## config.mk

```make
export PLATFORM = sky130hd
export DESIGN_NAME = eps_selector
export DESIGN_NICKNAME = d
export VERILOG_FILES = /design/src/eps_pkg.sv /design/src/eps_selector.sv /design/src/eps_first_set.sv
export SDC_FILE = /design/constraint.sdc
export NUM_CORES = 1
export LEC_CHECK = 0
export BUFFER_PORTS_ARGS = -buffer_cell sky130_fd_sc_hd__buf_2
export CAP_MARGIN = 20
export CORE_MARGIN = 2
export CORE_UTILIZATION = 35
export CTS_CLUSTER_SIZE = 20
export DETAILED_ROUTE_END_ITERATION = 7
export PLACE_DENSITY_LB_ADDON = 0.2
export SYNTH_ARGS = -nofsm -noshare
export SYNTH_HDL_FRONTEND = slang
export SYNTH_SLANG_ARGS = --single-unit
```

## constraint.sdc

```tcl
create_clock -name sys_clk -period 2.7 [get_ports sys_clk]
set_input_delay 0.135 -clock sys_clk [delete_from_list [all_inputs] [get_ports sys_clk]]
set_output_delay 0.135 -clock sys_clk [all_outputs]
set_load 0.005 [all_outputs]
```

## src/eps_pkg.sv

```systemverilog
// Package for the exception priority selector: cause indices, levels, classes.
// Assumes a single core clock domain; no registers are bus mapped.
package eps_pkg;

	// Number of individual causes and of priority levels
	localparam int NUM_CAUSES = 32;
	localparam int NUM_LEVELS = 18;
	localparam int CAUSE_W    = 5;
	localparam int LEVEL_W    = 5;

	// Cause indices; lower index is served first
	localparam logic [4:0] C_MCHK_DATA     = 5'h00;
	localparam logic [4:0] C_DBG_IAC       = 5'h01;
	localparam logic [4:0] C_MCHK_INSTR    = 5'h02;
	localparam logic [4:0] C_DBG_EXC       = 5'h03;
	localparam logic [4:0] C_DBG_UNCOND    = 5'h04;
	localparam logic [4:0] C_CRIT_INPUT    = 5'h05;
	localparam logic [4:0] C_WATCHDOG      = 5'h06;
	localparam logic [4:0] C_ITLB_MISS     = 5'h07;
	localparam logic [4:0] C_ISTOR_NOACC   = 5'h08;
	localparam logic [4:0] C_ISTOR_NOEXEC  = 5'h09;
	localparam logic [4:0] C_ISTOR_GUARD   = 5'h0a;
	localparam logic [4:0] C_PROG_ILLEGAL  = 5'h0b;
	localparam logic [4:0] C_PROG_FP_UNIMP = 5'h0c;
	localparam logic [4:0] C_PROG_AUX_UNIM = 5'h0d;
	localparam logic [4:0] C_PROG_PRIV     = 5'h0e;
	localparam logic [4:0] C_PROG_TRAP     = 5'h0f;
	localparam logic [4:0] C_SYSCALL       = 5'h10;
	localparam logic [4:0] C_FP_UNAVAIL    = 5'h11;
	localparam logic [4:0] C_AUX_UNAVAIL   = 5'h12;
	localparam logic [4:0] C_DTLB_MISS     = 5'h13;
	localparam logic [4:0] C_DSTOR_NOACC   = 5'h14;
	localparam logic [4:0] C_DSTOR_RDONLY  = 5'h15;
	localparam logic [4:0] C_DSTOR_USERDEF = 5'h16;
	localparam logic [4:0] C_ALIGNMENT     = 5'h17;
	localparam logic [4:0] C_DBG_BRANCH    = 5'h18;
	localparam logic [4:0] C_DBG_DADDR     = 5'h19;
	localparam logic [4:0] C_DBG_DVALUE    = 5'h1a;
	localparam logic [4:0] C_DBG_ICOMPL    = 5'h1b;
	localparam logic [4:0] C_DBG_TRAP      = 5'h1c;
	localparam logic [4:0] C_EXTERNAL      = 5'h1d;
	localparam logic [4:0] C_FIT           = 5'h1e;
	// Programmable-interval timer occupies the last index
	localparam logic [4:0] C_PIT           = 5'h1f;

	// Reset values of the grant outputs
	localparam logic [4:0] RST_CAUSE = 5'h00;
	localparam logic [4:0] RST_LEVEL = 5'h00;

	// Priority level (1 = highest) of each cause index
	function automatic logic [4:0] eps_level_of(input logic [4:0] c);
		logic [4:0] l;
		l = 5'h00;
		case (c)
			5'h00: l = 5'h01;
			5'h01: l = 5'h02;
			5'h02: l = 5'h03;
			5'h03, 5'h04: l = 5'h04;
			5'h05: l = 5'h05;
			5'h06: l = 5'h06;
			5'h07: l = 5'h07;
			5'h08: l = 5'h08;
			5'h09, 5'h0a: l = 5'h09;
			5'h0b, 5'h0c, 5'h0d, 5'h0e, 5'h0f, 5'h10, 5'h11, 5'h12: l = 5'h0a;
			5'h13: l = 5'h0b;
			5'h14: l = 5'h0c;
			5'h15, 5'h16: l = 5'h0d;
			5'h17: l = 5'h0e;
			5'h18, 5'h19, 5'h1a, 5'h1b, 5'h1c: l = 5'h0f;
			5'h1d: l = 5'h10;
			5'h1e: l = 5'h11;
			default: l = 5'h12;
		endcase
		return l;
	endfunction

	// Critical class: machine check, debug, critical input, watchdog
	function automatic logic eps_is_critical(input logic [4:0] c);
		return (c <= 5'h06) || (c >= 5'h18 && c <= 5'h1c);
	endfunction

endpackage

```

## src/eps_selector.sv

```systemverilog
// Exception priority selector: picks one pending, unmasked exception per grant.
// Assumes sources hold their pending level until the entry logic consumes it,
// and that the entry logic pulses accept when it starts servicing the grant.
`timescale 1ns/1ps
`default_nettype none
module eps_selector (
	input  wire logic        sys_clk,
	input  wire logic        reset,
	// Translation and mode context
	input  wire logic        xlate_on,
	input  wire logic        user_mode,
	input  wire logic        float_enable_bit,
	input  wire logic        aux_unit_enable_bit,
	input  wire logic        user_attr_exc_enable,
	// Machine check and debug
	input  wire logic        mchk_data_bus_err,
	input  wire logic        instr_addr_match_event,
	input  wire logic        mchk_fetch_bus_err,
	input  wire logic        exception_debug_event,
	input  wire logic        unconditional_debug_event,
	input  wire logic        branch_taken_event,
	input  wire logic        data_addr_match_event,
	input  wire logic        data_value_match_event,
	input  wire logic        instr_completion_event,
	input  wire logic        trap_debug_event,
	// External inputs and timers
	input  wire logic        crit_input,
	input  wire logic        watchdog_timeout,
	input  wire logic        ext_input,
	input  wire logic        fit_timeout,
	input  wire logic        pit_timeout,
	// Instruction side
	input  wire logic        itlb_no_match,
	input  wire logic        fetch_zone_noaccess,
	input  wire logic        fetch_page_noexec,
	input  wire logic        fetch_page_guarded,
	// Program and system call
	input  wire logic        illegal_instr,
	input  wire logic        fp_unimpl_instr,
	input  wire logic        aux_unimpl_instr,
	input  wire logic        priv_instr,
	input  wire logic        trap_satisfied,
	input  wire logic        system_call_instr,
	input  wire logic        fp_impl_instr,
	input  wire logic        aux_impl_instr,
	// Data side
	input  wire logic        dtlb_no_match,
	input  wire logic        data_zone_noaccess,
	input  wire logic        store_op,
	input  wire logic        page_read_only,
	input  wire logic        user_defined_page_attr,
	input  wire logic        bzero_uncached,
	input  wire logic        reserve_misaligned,
	input  wire logic        cache_read_misaligned,
	// Per-cause interrupt enables; a zero bit masks that cause
	input  wire logic [31:0] cause_enable,
	// Entry logic has started servicing the current grant
	input  wire logic        accept,
	output logic             grant_valid,
	output logic [4:0]       grant_cause,
	output logic [4:0]       grant_level,
	output logic             grant_critical,
	output logic [31:0]      pending_status
);

	logic [31:0] raw;
	logic [31:0] eligible;
	wire         pick_any;
	wire  [4:0]  pick_idx;

	// Qualify each cause by its own condition
	assign raw[eps_pkg::C_MCHK_DATA]     = mchk_data_bus_err;
	assign raw[eps_pkg::C_DBG_IAC]       = instr_addr_match_event;
	assign raw[eps_pkg::C_MCHK_INSTR]    = mchk_fetch_bus_err;
	assign raw[eps_pkg::C_DBG_EXC]       = exception_debug_event;
	assign raw[eps_pkg::C_DBG_UNCOND]    = unconditional_debug_event;
	assign raw[eps_pkg::C_CRIT_INPUT]    = crit_input;
	assign raw[eps_pkg::C_WATCHDOG]      = watchdog_timeout;
	assign raw[eps_pkg::C_ITLB_MISS]     = itlb_no_match & xlate_on;
	assign raw[eps_pkg::C_ISTOR_NOACC]   = fetch_zone_noaccess & user_mode & xlate_on;
	assign raw[eps_pkg::C_ISTOR_NOEXEC]  = fetch_page_noexec & xlate_on;
	assign raw[eps_pkg::C_ISTOR_GUARD]   = fetch_page_guarded;
	assign raw[eps_pkg::C_PROG_ILLEGAL]  = illegal_instr;
	assign raw[eps_pkg::C_PROG_FP_UNIMP] = fp_unimpl_instr;
	assign raw[eps_pkg::C_PROG_AUX_UNIM] = aux_unimpl_instr;
	assign raw[eps_pkg::C_PROG_PRIV]     = priv_instr & user_mode;
	assign raw[eps_pkg::C_PROG_TRAP]     = trap_satisfied;
	assign raw[eps_pkg::C_SYSCALL]       = system_call_instr;
	assign raw[eps_pkg::C_FP_UNAVAIL]    = fp_impl_instr & ~float_enable_bit;
	assign raw[eps_pkg::C_AUX_UNAVAIL]   = aux_impl_instr & ~aux_unit_enable_bit;
	assign raw[eps_pkg::C_DTLB_MISS]     = dtlb_no_match & xlate_on;
	assign raw[eps_pkg::C_DSTOR_NOACC]   = data_zone_noaccess & user_mode & xlate_on;
	assign raw[eps_pkg::C_DSTOR_RDONLY]  = store_op & page_read_only & xlate_on;
	assign raw[eps_pkg::C_DSTOR_USERDEF] = store_op & user_defined_page_attr
		& user_attr_exc_enable;
	// Cache-read misalignment only counts in privileged mode
	assign raw[eps_pkg::C_ALIGNMENT]     = bzero_uncached | reserve_misaligned
		| (cache_read_misaligned & ~user_mode);
	assign raw[eps_pkg::C_DBG_BRANCH]    = branch_taken_event;
	assign raw[eps_pkg::C_DBG_DADDR]     = data_addr_match_event;
	assign raw[eps_pkg::C_DBG_DVALUE]    = data_value_match_event;
	assign raw[eps_pkg::C_DBG_ICOMPL]    = instr_completion_event;
	assign raw[eps_pkg::C_DBG_TRAP]      = trap_debug_event;
	assign raw[eps_pkg::C_EXTERNAL]      = ext_input;
	assign raw[eps_pkg::C_FIT]           = fit_timeout;
	assign raw[eps_pkg::C_PIT]           = pit_timeout;

	// Masked causes drop out rather than blocking lower ones
	assign eligible = raw & cause_enable;

	// Index order equals level order, ties by listed order
	eps_first_set #(
		.N(32),
		.W(5)
	) u_pick (
		.req(eligible),
		.any(pick_any),
		.idx(pick_idx)
	);

	// Hold a grant until accepted, so its number never shifts under the
	// entry logic; a fresh choice is made only when no grant is standing.
	logic        valid_q;
	logic        valid_d;
	logic [4:0]  cause_q;
	logic [4:0]  cause_d;
	logic [4:0]  level_q;
	logic [4:0]  level_d;
	logic        crit_q;
	logic        crit_d;
	logic [31:0] status_q;
	wire         load_new;

	assign load_new = ~valid_q | accept;
	assign valid_d  = load_new ? (pick_any & ~accept) : valid_q;
	assign cause_d  = (load_new & pick_any & ~accept) ? pick_idx : cause_q;
	assign level_d  = (load_new & pick_any & ~accept)
		? eps_pkg::eps_level_of(pick_idx) : level_q;
	assign crit_d   = (load_new & pick_any & ~accept)
		? eps_pkg::eps_is_critical(pick_idx) : crit_q;

	always_ff @(posedge sys_clk) begin
		if (reset) begin
			valid_q  <= 1'b0;
			cause_q  <= eps_pkg::RST_CAUSE;
			level_q  <= eps_pkg::RST_LEVEL;
			crit_q   <= 1'b0;
			status_q <= '0;
		end else begin
			valid_q  <= valid_d;
			cause_q  <= cause_d;
			level_q  <= level_d;
			crit_q   <= crit_d;
			status_q <= raw;
		end
	end

	// Accept cycle empties the slot; the next choice follows one cycle later,
	// which gives sources a cycle to drop the serviced request.
	assign grant_valid    = valid_q;
	assign grant_cause    = cause_q;
	assign grant_level    = level_q;
	assign grant_critical = crit_q;
	assign pending_status = status_q;

endmodule
`default_nettype wire

```

## src/eps_first_set.sv

```systemverilog
// Priority picker: lowest set index of a request vector.
// Pure combinational; used by the selector top.
`timescale 1ns/1ps
`default_nettype none
module eps_first_set #(
	parameter int N = 32,
	parameter int W = 5
) (
	input  wire logic [N-1:0] req,
	output logic              any,
	output logic [W-1:0]      idx
);
	always_comb begin
		any = 1'b0;
		idx = '0;
		for (int i = N - 1; i >= 0; i--) begin
			if (req[i]) begin
				any = 1'b1;
				idx = W'(i);
			end
		end
	end
endmodule
`default_nettype wire

```

==> results of run 1 <==
## path summary, 6_finish.rpt
kind / end / slack, ps / depth (start not counted)
setup / recovery: grant_level[1] / 260 / 12
hold / removal: pending_status[18] / 20 / 2
setup reg to reg: grant_critical / 1140 / 5
hold reg to reg: grant_cause[2] / 460 / 2
## cell usage after synthesis (2+ instances only)
cell type,count
a211o_1,3
a21oi_1,10
a221oi_1,2
a22o_1,7
a22oi_1,7
a31oi_1,4
a32o_1,2
and2_1,3
and3_1,7
and3b_1,2
buf_2,2
clkbuf_1,5
dfxtp_1,44
ha_1,4
inv_1,5
nand2_1,36
nand3_1,9
nand3b_1,3
nand4_1,8
nor2_1,12
nor2b_1,25
nor3_1,5
nor3b_1,3
o2111ai_1,2
o211ai_1,3
o21ai_0,4
o31ai_1,5
o31ai_4,2
o32ai_1,2
or3_1,2
## kinds of logic (layout without fill, tap and decap cells)
group	Yosys count	in the layout	synth area share, %
DFF	44	44	40.8
muxes	1	1	0.464
AOI/OAI and AO/OA	65	65	24.2
buffers and inverters	12	135	2.20
and+or+nand+nor	121	121	30.0
adders and majority gates	4	4	2.32
## worst max-delay path, cell delays in order
cell and delay [ps]:
buf_2 150, a32o_1 270, nor3b_1 250, o2111ai_1 140
o211ai_1 130, a31oi_1 130, o21ai_0 380, inv_1 120
ha_1 270, or3_1 370, a21oi_1 150, o32ai_1 100
## state kept, by name (all words and copies together) (netlist names)
register and cells:
grant_critical 1, grant_level 5, grant_valid 1, pending_status 32, grant_cause 5
## layer usage
| metal | vias to the layer above | global-route usage (%) |
|---|---|---|
| met2 | 105 | 30.6 |
| met1 | 1067 | 25.1 |
| met5 | - | 0 |
| met3 | 9 | 5.00 |
| li1 | 1161 | - |
| met4 | 0 | 6.07 |
## power groups by stage
stage	logic, uW	clock network [uW]	registers, uW
after floorplan	169	0	712
after global placement	322	0	707
after global routing	367	544	697
final	327	503	692
after detailed placement	325	0	707
after CTS	328	520	692
## stage by stage
step	cells	utilization [%]	worst slack, ps
after detailed placement	436	47.6	-18.1
after global routing	445	49.6	92.7
after global placement	436	47.6	169
after floorplan	247	-	333
final	445	49.6	261
after CTS	445	49.6	298
## final cells by class
cell class | count | area, um^2 | area share [%]
multi-input combinational | 191 | 1230 | 41.6
sequential | 44 | 881 | 29.8
timing repair buffer | 122 | 623 | 21.1
tap | 75 | 93.8 | 3.18
clock buffer | 6 | 72.6 | 2.46
clock inverter | 2 | 35.0 | 1.19
inverter | 5 | 18.8 | 0.635
==> results.json, run 1 <==
{
  "place_hpwl_um": 5230,
  "cts_buffers": 5,
  "ioPinCount": 119,
  "start_util_pct": 36.2,
  "root_buffer": "clkbuf_8",
  "drtIter0Drc": 100,
  "synthTopCellsByArea": "dfxtp_1 41%, nor2b_1 7.2%, nand2_1 6.3%",
  "min_from": "aux_unit_enable_bit",
  "ctsHoldBuffers": 1,
  "ys_seq_area_share_pct": 40.8,
  "yosys.area.top_type": "dfxtp_1",
  "drt-met1-wl_um": 2810,
  "crit_path_max_fanout": 8,
  "synthFlopType": "dfxtp_1",
  "ys_ff_latch": 44,
  "mostFrequentLayoutCell": "buf_2",
  "tightest_slew_ps": 500,
  "syn_inst": 247,
  "p_per_area_nw_per_um2": 515,
  "synth_area_um2": 2160,
  "nNetsFinal": 448,
  "critPathLaunch": "user_mode",
  "slew-limit-headroom_pct": 66.7,
  "cts_tree": "yes",
  "grt_max_degree": 29,
  "synth_edf_count": 0,
  "path_class": "in -> reg",
  "swShare_pct": 27.3,
  "cts-htree-levels": 2,
  "grt_pass1_wl_um": 9990,
  "die_x_um": 82.5,
  "grt.total_usage_pct": 19.1,
  "setup_tns_ps": 0,
  "drive_gt1_share_pct": 36.8,
  "fmaxAchievable_mhz": 410,
  "dr.pass1.iters": 4,
  "seqPwrFrac_pct": 45.5,
  "clk_pin_slew_ps": 80,
  "rows": 28,
  "hp-class": "in -> reg",
  "synth_area_per_cell_um2": 8.74,
  "cts_resized": 0,
  "setup_violations": 0,
  "maxSlewViolCount": 0,
  "ant_nets": 0,
  "ir_worst_vdd_v": 0.000220,
  "endpoint_kind": "flip-flop",
  "yosysTopAreaCellShare_pct": 40.8,
  "fillers": 592,
  "status": "finished clean",
  "num_antenna_cells": 0,
  "p_clk_share_pct": 33.1,
  "rsz0062_at_grt": "false",
  "r2r-start": "grant_valid",
  "worst_ep_arrival_time_ps": 2610,
  "place.gp.congestion": 0.856,
  "hold_viol": 0,
  "combPwrFrac_pct": 21.5,
  "holdWs_ps": 17.1,
  "fin_crit_sh_pct": 90.3,
  "antenna_found_initial": 0,
  "grt_pass1_vias": 2169,
  "core_um2": 5960,
  "die_area_um2": 6810,
  "post-route-drc-count": 0,
  "grt_overflow": 0,
  "route.met2.wl_um": 2870,
  "cts_buffer_depth": 2,
  "final_cell_mix": "118 x buf_2, 44 x dfxtp_1, 36 x nand2_1",
  "fin_worst_skew_ps": 3.59,
  "io_buffers": 118,
  "ys_warn_count": 0,
  "syn_to_final_growth_pct": 36.9,
  "cp-start-kind": "input port",
  "die_h_um": 82.5,
  "dr_wl_met3_um": 650,
  "viasPerCell": 5.26,
  "async_reset_ff_share_pct": 0,
  "top_layer": "met4",
  "layout_min_cycle_time_ps": 2440,
  "power_leakage_uw": 0.00144,
  "syn-num-nets": 326,
  "postLayoutCellArea_um2": 2950,
  "vias": 2342,
  "crit_required_ps": 2870,
  "maxCapViolCount": 0,
  "postCtsSetupRepairBufs": 0,
  "internal-power_uw": 1110,
  "totalWireLength_um": 6420,
  "cts_sinks": 44,
  "p_sw_uw": 415,
  "wl_per_cell_um": 14.4,
  "clk_latency_ps": 300,
  "synth_cell_type_count": 49,
  "postPlaceCellArea_um2": 2840,
  "power.total_uw": 1520
}
Note: power is estimated with default switching activity, not from simulation.
==> inputs of run 2 (changes only) <==
--- a/config.mk
+++ b/config.mk
@@ -8,10 +8,11 @@
 export BUFFER_PORTS_ARGS = -buffer_cell sky130_fd_sc_hd__buf_2
 export CAP_MARGIN = 20
 export CORE_MARGIN = 2
-export CORE_UTILIZATION = 35
+export CORE_UTILIZATION = 34
 export CTS_CLUSTER_SIZE = 20
 export DETAILED_ROUTE_END_ITERATION = 7
 export PLACE_DENSITY_LB_ADDON = 0.2
+export REMOVE_ABC_BUFFERS = 1
 export SYNTH_ARGS = -nofsm -noshare
 export SYNTH_HDL_FRONTEND = slang
 export SYNTH_SLANG_ARGS = --single-unit
==> run 2 against run 1 <==
Effect of this change: hold slack got worse by 5.5 ps; critical path type unchanged; cell area down 1.3%; die area increased by 2.8%; clock power shrank 23%; cell count did not move; combinational power is essentially flat.
==> results.json, run 2 (synthesized netlist as in run 1, its figures left out) <==
{
  "num_antenna_cells": 0,
  "power_leakage_uw": 0.00142,
  "layout_min_cycle_time_ps": 2470,
  "dp.cells": 438,
  "antenna_found_initial": 0,
  "postCtsSetupRepairBufs": 0,
  "crit_end": "grant_level[1]",
  "core_um2": 6240,
  "viasPerCell": 5.26,
  "crit_path_max_fanout": 8,
  "clk_latency_ps": 300,
  "drive_gt1_share_pct": 36.7,
  "dr.pass1.iters": 7,
  "tightest_slew_ps": 770,
  "status": "finished clean",
  "p_sw_uw": 400,
  "die_x_um": 83.7,
  "critPathLaunch": "user_mode",
  "totalWireLength_um": 6480,
  "ctsHoldBuffers": 0,
  "clk_pin_slew_ps": 70,
  "cts_sinks": 44,
  "p_clk_share_pct": 27.5,
  "maxSlewViolCount": 0,
  "cts_resized": 0,
  "die_h_um": 83.7,
  "fmaxAchievable_mhz": 405,
  "swShare_pct": 28.4,
  "ant_nets": 0,
  "io_buffers": 118,
  "grt_pass1_wl_um": 10300,
  "internal-power_uw": 1010,
  "hp-class": "in -> reg",
  "fin_worst_skew_ps": 5.70,
  "largest_reg_flops": 32,
  "cts_buffer_depth": 2,
  "cts_buffers": 5,
  "drtIter0Drc": 96,
  "slew-limit-headroom_pct": 48.6,
  "rr_worst_depth": 5,
  "cp-start-kind": "input port",
  "reg2reg_to": "grant_level[2]",
  "root_buffer": "clkbuf_8",
  "final_cell_mix": "118 x buf_2, 44 x dfxtp_1, 36 x nand2_1",
  "syn_to_final_growth_pct": 35.1,
  "ir_worst_vdd_v": 0.000190,
  "setup_violations": 0,
  "vias": 2340,
  "wl_per_cell_um": 14.6,
  "grt.total_usage_pct": 18.2,
  "reg2reg_slack_ps": 1040,
  "r2r-start": "grant_valid",
  "rows": 29,
  "setup_tns_ps": 0,
  "rsz0062_at_grt": "false",
  "die_area_um2": 7000,
  "hold_viol": 0,
  "start_util_pct": 34.6,
  "endpoint_kind": "flip-flop",
  "path_class": "in -> reg",
  "cts_tree": "yes",
  "worst_ep_arrival_time_ps": 2610,
  "hold_path_depth": 2,
  "fin_cells": 445,
  "fin_crit_sh_pct": 91.6,
  "seqPwrFrac_pct": 49.1,
  "post-route-drc-count": 0,
  "mostFrequentLayoutCell": "buf_2",
  "crit_required_ps": 2840,
  "grt_pass1_vias": 2181,
  "combPwrFrac_pct": 23.4,
  "ioPinCount": 119,
  "grt_max_degree": 44,
  "grt_overflow": 0,
  "cts-htree-levels": 2,
  "place_hpwl_um": 5260,
  "min_from": "float_enable_bit",
  "nNetsFinal": 447,
  "fillers": 640,
  "p_per_area_nw_per_um2": 483,
  "place.gp.congestion": 0.962,
  "maxCapViolCount": 0
}
==> run 2: changes by cell type in the layout (fill, tap and decap cells not counted), sizes merged <==
cell,delta
bufinv,-1
dlygate4sd3,-1
==> run 2: worst max-delay path, stage by stage <==
cell       delay (ps)
buf_2             140
a32o_1            270
nor3b_1           280
o2111ai_1         160
o211ai_1          130
a31oi_1           130
o21ai_0           350
inv_1             120
ha_1              260
or3_1             380
a21oi_1           150
o32ai_1           100
==> run 2: how the worst min path moves through the flow <==
| stage | endpoint | slack, ps |
|---|---|---|
| 3_5_place_dp | pending_status[17] | 310 |
| 3_3_place_gp | pending_status[17] | 310 |
| 2_1_floorplan | grant_cause[0] | 200 |
| 6_report | pending_status[17] | 10 |
| 4_1_cts | pending_status[17] | 0.4 |
| 5_1_grt | pending_status[17] | 7 |
==> run 2: layer usage <==
layer	vias up	GRT usage, %	share of wire, %
met3	8	6.53	9.0
met1	1066	23.8	45
met5	-	0	0
met4	0	6.16	1.7
met2	109	28.0	44
li1	1157	-	-
==> run 2: through the flow <==
| step | util [%] | total power, uW | hold WS [ps] | setup slack, ps | area (um^2) |
|---|---|---|---|---|---|
| 3_3_place_gp | 45.5 | 1030 | 307 | 161 | 2840 |
| 5_1_grt | 46.7 | 1490 | 7.04 | 38.6 | 2920 |
| 4_1_cts | 46.7 | 1420 | 0.412 | 322 | 2920 |
| 3_5_place_dp | 45.5 | 1030 | 314 | 16.7 | 2840 |
| 2_1_floorplan | - | 871 | 204 | 498 | 2130 |
| 6_report | 46.7 | 1410 | 11.6 | 228 | 2920 |
==> run 2: area by class of cell <==
class / count / area, um^2 / area share, %
Sequential cell: 44 / 881 / 30.2
Tap cell: 77 / 96.3 / 3.30
Multi-Input combinational cell: 191 / 1230 / 42.2
Timing Repair Buffer: 121 / 613 / 21.0
Inverter: 5 / 18.8 / 0.644
Clock inverter: 1 / 5.00 / 0.172
Clock buffer: 6 / 72.6 / 2.49
==> run 2: power by group through the flow <==
stage / clock (uW) / combinational (uW) / sequential (uW)
2_1_floorplan: 0 / 159 / 712
3_3_place_gp: 0 / 326 / 707
6_report: 387 / 329 / 692
3_5_place_dp: 0 / 327 / 708
5_1_grt: 428 / 366 / 695
4_1_cts: 403 / 329 / 693
